--- config.mk ---
export PLATFORM = sky130hd
export DESIGN_NAME = dee_ctrl
export DESIGN_NICKNAME = d
export VERILOG_FILES = /design/src/pkg/dee_pkg.sv /design/src/rtl/dee_ctrl.sv
export VERILOG_INCLUDE_DIRS = /design/src /design/src/pkg
export SDC_FILE = /design/constraint.sdc
export NUM_CORES = 2
export LEC_CHECK = 0
export BUFFER_PORTS_ARGS = -buffer_cell sky130_fd_sc_hd__buf_2
export CAP_MARGIN = 20
export CORE_UTILIZATION = 25
export DETAILED_ROUTE_END_ITERATION = 8
export PLACE_DENSITY = 0.49
export SETUP_SLACK_MARGIN = 0.3
export SLEW_MARGIN = 20
export SYNTH_ARGS = -nofsm -noshare
export SYNTH_HDL_FRONTEND = slang
export SYNTH_SLANG_ARGS = --single-unit
export TNS_END_PERCENT = 30
--- constraint.sdc ---
create_clock -name clock_in -period 3.35 [get_ports clock_in]
set_input_delay 0.67 -clock clock_in [delete_from_list [all_inputs] [get_ports clock_in]]
set_output_delay 0.67 -clock clock_in [all_outputs]
set_load 0.02 [all_outputs]
--- src/pkg/dee_defs.svh ---
/*
 * Constants of the data EEPROM controller: register offsets, field
 * positions, key values, array geometry and cycle timing.
 * Assumes it is included by its bare name by the package and the bench files.
 */
`ifndef DEE_DEFS_SVH
`define DEE_DEFS_SVH

// =====================================================================
// Register byte offsets on the Avalon-MM slave
`define DEE_OFS_CONTROL      6'h00
`define DEE_OFS_ADDR_LOW     6'h04
`define DEE_OFS_ADDR_UPPER   6'h08
`define DEE_OFS_UNLOCK_KEY   6'h0C
`define DEE_OFS_DONE_STATUS  6'h10
`define DEE_OFS_TABLE_PAGE   6'h14
`define DEE_OFS_TABLE_OFFSET 6'h18
`define DEE_OFS_TABLE_DATA   6'h1C

// =====================================================================
// Control register fields and the done status bit
`define DEE_BIT_START        15
`define DEE_BIT_MODIFY_EN    14
`define DEE_BIT_ERROR        13
`define DEE_OP_HI            6
`define DEE_OP_ERASE         6
`define DEE_OP_BLOCK0        0
`define DEE_OP_BLOCK3        3
`define DEE_BIT_DONE         0

// =====================================================================
// Unlock key values
`define DEE_KEY_FIRST        8'h55
`define DEE_KEY_SECOND       8'hAA

// =====================================================================
// Array geometry and mapping into program space
`define DEE_WORDS            64
`define DEE_IDX_W            6
`define DEE_BLOCK_WORDS      16
`define DEE_EE_PAGE          8'h7F
`define DEE_ERASED           16'hFFFF

// =====================================================================
// Timing: program or erase time at the 20 MHz clock
`define DEE_PROG_TIME_US     2000
`define DEE_CLK_MHZ          20
`define DEE_TIMER_W          16

`endif

--- src/pkg/dee_pkg.sv ---
/*
 * Types of the data EEPROM controller: unlock state and the packed
 * state record of the controller.
 * Assumes dee_defs.svh is on the include path.
 */
`include "dee_defs.svh"

package dee_pkg;

    typedef enum logic [1:0] {
        KEY_IDLE,
        KEY_SEEN_FIRST,
        KEY_UNLOCKED
    } dee_key_t;

    typedef struct packed {
        logic                                      ack;
        logic [31:0]                               rdata;
        logic                                      start;
        logic                                      modify_enable;
        logic                                      program_error;
        logic [`DEE_OP_HI:0]                       op;
        logic [15:0]                               addr_low;
        logic [7:0]                                addr_upper;
        logic [7:0]                                table_page;
        logic [15:0]                               table_offset;
        dee_key_t                                  key;
        logic                                      memory_done_flag;
        logic [`DEE_OP_HI:0]                       run_op;
        logic [`DEE_IDX_W-1:0]                     run_idx;
        logic [`DEE_TIMER_W-1:0]                   timer;
        logic [`DEE_WORDS-1:0][15:0]               mem;
        logic [`DEE_BLOCK_WORDS-1:0][15:0]         latch;
    } dee_state_t;

endpackage

--- src/rtl/dee_ctrl.sv ---
/*
 * Data EEPROM controller with its flip-flop array, write latches,
 * unlock key, control register and Avalon-MM register slave.
 * Assumes a single 20 MHz clock, the core issuing table accesses as
 * register accesses, and reset requests arriving as one-cycle pulses
 * from reset logic on the same clock.
 */
// Overview of operation
// - Word read; word or sixteen-word block erase, program
// - Target formed from lower address alone; upper address unused
// - Array sits in program space for table access
// - Table read returns addressed word when idle
// - Program or erase lasts about 2 ms
// - Processor never stalled during a cycle
// - Reads during a cycle return undefined data
// - Start bit set by software, cleared by hardware
// - Modify-enable gates cycles, clear at power-up
// - Error flag set when reset aborts cycle
// - Lower address kept after aborting reset
// - Done flag set by hardware, software clears
// - Start needs 0x55 then 0xAA key writes
// - Modify-enable must precede start write
// - Clearing modify-enable never aborts a cycle
`timescale 1ns/100ps

module dee_ctrl
    import dee_pkg::*;
#(
    parameter int PROG_CYCLES = `DEE_PROG_TIME_US * `DEE_CLK_MHZ
) (
    input  wire logic        clock_in,            // System clock, 20 MHz
    input  wire logic        nrst_in,             // Power-up reset, async, low
    input  wire logic        master_clear_in,     // Master clear reset pulse
    input  wire logic        watchdog_reset_in,   // Watchdog time-out reset pulse
    input  wire logic [5:0]  avs_address_in,      // Byte address
    input  wire logic        avs_read_in,         // Read request
    input  wire logic        avs_write_in,        // Write request
    input  wire logic [31:0] avs_writedata_in,    // Write data
    output logic      [31:0] avs_readdata_out,    // Read data
    output logic             avs_waitrequest_out, // Wait request
    output logic             busy_out,            // Cycle in progress
    output logic             memory_done_flag_out,// Cycle complete flag
    output logic             program_error_out    // Aborted cycle flag
);

    localparam logic [`DEE_TIMER_W-1:0] LAST_TICK = `DEE_TIMER_W'(PROG_CYCLES - 1);

    dee_state_t s;
    dee_state_t next_s;

    logic                   req;
    logic                   wr_fire;
    logic                   aborting_reset;
    logic                   table_hit;
    logic [`DEE_IDX_W-1:0]  table_idx;
    logic [`DEE_IDX_W-1:0]  block_base;
    logic                   run_erase;
    logic                   run_block;
    logic [31:0]            rd_value;
    logic [15:0]            wd;

    // =====================================================================
    // Bus handshake
    assign req                  = avs_read_in | avs_write_in;
    // One wait state; the core keeps running between requests
    assign avs_waitrequest_out  = req & ~s.ack;
    assign wr_fire              = avs_write_in & s.ack;
    assign wd                   = avs_writedata_in[15:0];
    assign aborting_reset       = master_clear_in | watchdog_reset_in;

    assign avs_readdata_out     = s.rdata;
    assign busy_out             = s.start;
    assign memory_done_flag_out = s.memory_done_flag;
    assign program_error_out    = s.program_error;

    // =====================================================================
    // Table access decode
    assign table_hit  = (s.table_page == `DEE_EE_PAGE);
    assign table_idx  = s.table_offset[`DEE_IDX_W:1];
    assign block_base = {s.run_idx[`DEE_IDX_W-1:4], 4'h0};
    assign run_erase  = s.run_op[`DEE_OP_ERASE];
    assign run_block  = s.run_op[`DEE_OP_BLOCK0] | s.run_op[`DEE_OP_BLOCK3];

    // =====================================================================
    // Read multiplexer
    always_comb begin
        rd_value = 32'h0000_0000;
        case (avs_address_in)
            `DEE_OFS_CONTROL: begin
                rd_value[`DEE_BIT_START]     = s.start;
                rd_value[`DEE_BIT_MODIFY_EN] = s.modify_enable;
                rd_value[`DEE_BIT_ERROR]     = s.program_error;
                rd_value[`DEE_OP_HI:0]       = s.op;
            end
            `DEE_OFS_ADDR_LOW:     rd_value[15:0] = s.addr_low;
            `DEE_OFS_ADDR_UPPER:   rd_value[7:0]  = s.addr_upper;
            `DEE_OFS_DONE_STATUS:  rd_value[`DEE_BIT_DONE] = s.memory_done_flag;
            `DEE_OFS_TABLE_PAGE:   rd_value[7:0]  = s.table_page;
            `DEE_OFS_TABLE_OFFSET: rd_value[15:0] = s.table_offset;
            `DEE_OFS_TABLE_DATA: begin
                // Undefined while a cycle runs: the word is shown as zero
                if (table_hit && !s.start) begin
                    rd_value[15:0] = s.mem[table_idx];
                end
            end
            default: rd_value = 32'h0000_0000;
        endcase
    end

    // =====================================================================
    // Next state
    always_comb begin
        next_s     = s;
        next_s.ack = req & ~s.ack;
        if (req && !s.ack) begin
            next_s.rdata = rd_value;
        end

        // Cycle timer and completion
        if (s.start) begin
            if (s.timer == LAST_TICK) begin
                next_s.timer = '0;
                next_s.start = 1'b0;
                next_s.memory_done_flag = 1'b1;
                if (run_block) begin
                    for (int i = 0; i < `DEE_BLOCK_WORDS; i++) begin
                        next_s.mem[`DEE_IDX_W'(block_base + i)] =
                            run_erase ? `DEE_ERASED : s.latch[i];
                    end
                end else begin
                    next_s.mem[s.run_idx] =
                        run_erase ? `DEE_ERASED : s.latch[s.run_idx[3:0]];
                end
            end else begin
                next_s.timer = s.timer + `DEE_TIMER_W'(1);
            end
        end

        // Register writes
        if (wr_fire) begin
            // Any write other than a key write breaks the sequence, the start write included
            if (avs_address_in != `DEE_OFS_UNLOCK_KEY) begin
                next_s.key = KEY_IDLE;
            end
            case (avs_address_in)
                `DEE_OFS_CONTROL: begin
                    // Modify-enable change never touches a running cycle
                    next_s.modify_enable = wd[`DEE_BIT_MODIFY_EN];
                    next_s.program_error = wd[`DEE_BIT_ERROR];
                    if (!s.start) begin
                        next_s.op = wd[`DEE_OP_HI:0];
                    end
                    // Old modify-enable is used, so both bits in one write fail
                    if (wd[`DEE_BIT_START] && !s.start && s.modify_enable
                        && s.key == KEY_UNLOCKED) begin
                        next_s.start   = 1'b1;
                        next_s.timer   = '0;
                        next_s.run_op  = wd[`DEE_OP_HI:0];
                        next_s.run_idx = s.addr_low[`DEE_IDX_W:1];
                    end
                end
                `DEE_OFS_ADDR_LOW:   next_s.addr_low   = wd;
                `DEE_OFS_ADDR_UPPER: next_s.addr_upper = wd[7:0];
                `DEE_OFS_UNLOCK_KEY: begin
                    if (wd[7:0] == `DEE_KEY_FIRST) begin
                        next_s.key = KEY_SEEN_FIRST;
                    end else if (wd[7:0] == `DEE_KEY_SECOND && s.key == KEY_SEEN_FIRST) begin
                        next_s.key = KEY_UNLOCKED;
                    end else begin
                        next_s.key = KEY_IDLE;
                    end
                end
                `DEE_OFS_DONE_STATUS: begin
                    // Completion in the same cycle wins over the clear
                    if (!wd[`DEE_BIT_DONE] && !(s.start && s.timer == LAST_TICK)) begin
                        next_s.memory_done_flag = 1'b0;
                    end
                end
                `DEE_OFS_TABLE_PAGE:   next_s.table_page   = wd[7:0];
                `DEE_OFS_TABLE_OFFSET: next_s.table_offset = wd;
                `DEE_OFS_TABLE_DATA: begin
                    // Table store loads a latch and captures its address
                    if (table_hit) begin
                        next_s.latch[table_idx[3:0]] = wd;
                        next_s.addr_low   = s.table_offset;
                        next_s.addr_upper = s.table_page;
                    end
                end
                default: next_s.key = KEY_IDLE;
            endcase
        end

        // Reset that aborts a cycle; address registers are left alone
        if (aborting_reset) begin
            if (s.start) begin
                next_s.program_error = 1'b1;
            end
            next_s.start = 1'b0;
            next_s.timer = '0;
            next_s.key   = KEY_IDLE;
            next_s.ack   = 1'b0;
        end
    end

    // =====================================================================
    // State register; array contents do not survive power-up reset
    always_ff @(posedge clock_in or negedge nrst_in) begin
        if (!nrst_in) begin
            s <= '0;
        end else begin
            s <= next_s;
        end
    end

endmodule // dee_ctrl
==> results.cfg <==
[worst_setup_path]
crit_fanout = 64
critical_path_required_ns = 4.08
critPathLaunch = s[1298]$_DFFE_PN0P_
reg2reg_depth = 8
critical_path_class = register to register
reg2reg_from = s[1298]$_DFFE_PN0P_
r2r-end = s[614]$_DFFE_PN0P_
r2r_slack_ns = 0.20
cp.arrival_ns = 3.88
start_kind = register
end_kind = register
cp-endpoint = s[614]$_DFFE_PN0P_

[detailed_routing]
wl_met1_um = 156000
wl_met3_um = 44200
via_count = 72300
highest_layer = met5
wl_met2_um = 167000
ant_nets = 0
routedWlPerCell_um = 31.6
wirelength_um = 398000
drc = 0
dr.pass1.iters = 8
drt_iter0_markers = 10900
vias_per_cell = 5.74

[sta]
fin_tns_setup_ns = 0
max_slew_margin_pct = 19.1
finalHoldViolCount = 0
fin_crit_ns = 3.15
skew_ns = 0.0615
rsz0062_at_grt = true
finalSetupViolations = 0
worst_pin_slew_ns = 1.21
slew_viol_final = 0
layout_worst_path_cycle_share_pct = 94.0
max_freq_mhz = 318

[finish]
post-route-cell-area_mm2 = 0.0892
area_growth_pct = 18.8
post-route-util_pct = 29.9
drive_gt1_share_pct = 19.4
nets = 8547

[global_route]
grt_overflow = 0
antenna_found_initial = 30
grt_pass1_vias = 68700
grt_usage_pct = 25.7
grt_pass1_wl_um = 549000
grt_max_degree = 150

[clock_network]
cts_sinks = 1383
clk_pin_slew_ns = 0.06
cts_tree = built
root_buffer = clkbuf_16
clk_path_buf_depth = 3
insertion_delay_ns = 0.89
cts_made_buffers = 169
cts_max_level = 4

[placement]
port-buffer-count = 47
gp_congestion = 1.03
hpwl_um = 283000
placed_area_mm2 = 0.0832

[die]
rows = 200
initial_core_util_pct = 25.2
num_io_pins = 80
coreArea_mm2 = 0.298
die-width_um = 550
fp.dieH_um = 550
die_area_mm2 = 0.302

[logic_synthesis]
synth.area.top_cells = dfrtp_1 46%, a21oi_1 11%, nor2_1 10%
ys_ff_latch = 1383
yosys_warnings = 0
synth-main-ff-cell = dfrtp_1
yosys-top-cells-count = 2013 x nor2_1, 1611 x a21oi_1, 1383 x dfrtp_1
yosysMostFrequentCell = nor2_1
avgSynthCellArea_um2 = 8.99
synth_edf_count = 0
yosys.cell_types.count = 85
netlist_area_mm2 = 0.0751
yosys.area.top_type = dfrtp_1
async_reset_ff_share_pct = 100
synth_top_area_share_pct = 46.1
syn_inst = 8352
ys_seq_area_share_pct = 46.1

[outcome]
outcome = complete, no violations

[pwr]
power.leakage_nw = 35.9
vdd_drop_max_v = 0.000498
powerDensity_mw_per_mm2 = 417

[flow_run]
drv_cap = 0

[min_path]
worstHoldPathType = primary input to register
## kinds of logic (layout without fill, tap and decap cells)
kind of cell / count (synthesis) / after routing / synth area share, %
fa+ha+maj: 1 / 1 / 0.0167
mux: 749 / 749 / 13.9
flops: 1383 / 1383 / 46.1
other cells: 1 / 37 / 0.00500
buf+inv: 761 / 1025 / 4.62
compound gates: 2705 / 2705 / 19.9
xor+xnor: 15 / 15 / 0.175
simple gates: 2737 / 2737 / 15.3
## cell usage in the layout (no fill, tap or decap), types with 100 or more instances in the layout
cell,instances
nor2_1,1999
a21oi_1,1610
dfrtp_1,1372
o21ai_0,595
buf_4,569
mux2_2,335
nor3_1,209
nand2_1,207
mux2i_1,201
mux4_2,198
clkbuf_16,171
o21a_1,129
nand3_1,100
## worst max-delay path: stages (launching register included)
cell and delay (ns):
dfrtp_4 0.65, buf_4 0.36, mux2i_1 0.46, o2bb2ai_1 0.15
a21oi_1 0.46, a22oi_2 0.19, buf_12 0.22, o21ai_0 0.27
a21oi_1 0.10
## stage by stage
stage	std cells	total power [W]	hold WS (ns)	setup WS (ns)
3_5_place_dp	12300	0.0183	0.471	0.00102
3_3_place_gp	12300	0.0183	0.462	0.0174
4_1_cts	12600	0.0374	0.0912	0.247
6_report	12600	0.0372	0.133	0.201
2_1_floorplan	8367	0.0175	0.374	0.762
5_1_grt	12600	0.0381	0.157	0.235
## flip-flops by register name, summed over array words and instances, names as in the netlist
register,cells
memory_done_flag_out,1
block_base,2
busy_out,1
s,1361
run_erase,1
avs_readdata_out,16
program_error_out,1
## final cells by class
cell class | instances | area, µm²
fill | 31200 | 209000
multi-input combinational | 6223 | 37300
sequential | 1383 | 34600
timing repair buffer | 716 | 6530
clock buffer | 251 | 4970
tap | 3939 | 4930
clock inverter | 49 | 697
antenna | 21 | 52.6
inverter | 9 | 37.5
## layer usage
metal  GRT usage, %  up-vias
met2           37.1     4599
met1           33.2    36800
li1               -    29800
met3           7.27     1041
met5          0.266        -
met4           17.1       16
## power by group
part / internal [W] / switching [W]
registers: 0.0167 / 0.0000550
clock network: 0.0112 / 0.00803
logic: 0.000289 / 0.000917
total: 0.0282 / 0.00900
## worst min path at each step
stage / from / endpoint / slack [ns] / depth (start not counted)
global placement: s[1344]$_DFFE_PN0P_ / s[1344]$_DFFE_PN0P_ / 0.46 / 2
CTS: master_clear_in / s[1280]$_DFF_PN0_ / 0.09 / 4
global route: master_clear_in / s[1280]$_DFF_PN0_ / 0.16 / 4
finish: master_clear_in / s[1280]$_DFF_PN0_ / 0.13 / 4
floorplan: nrst_in / avs_readdata_out[0]$_DFFE_PN0P_ / 0.37 / 0
detailed placement: s[1358]$_DFFE_PN0P_ / s[1358]$_DFFE_PN0P_ / 0.47 / 2
## what timing repair did
action                                  in CTS  in global routing
resized for setup                           12                 27
endpoints found under the setup margin     282                620
hold endpoints to repair                    98                  0
hold buffers                                 1                  0
gates cloned                                 0                  1
buffers inserted                             0                 13
pin swaps                                    6                  6
(Power assumes the default switching activity.)
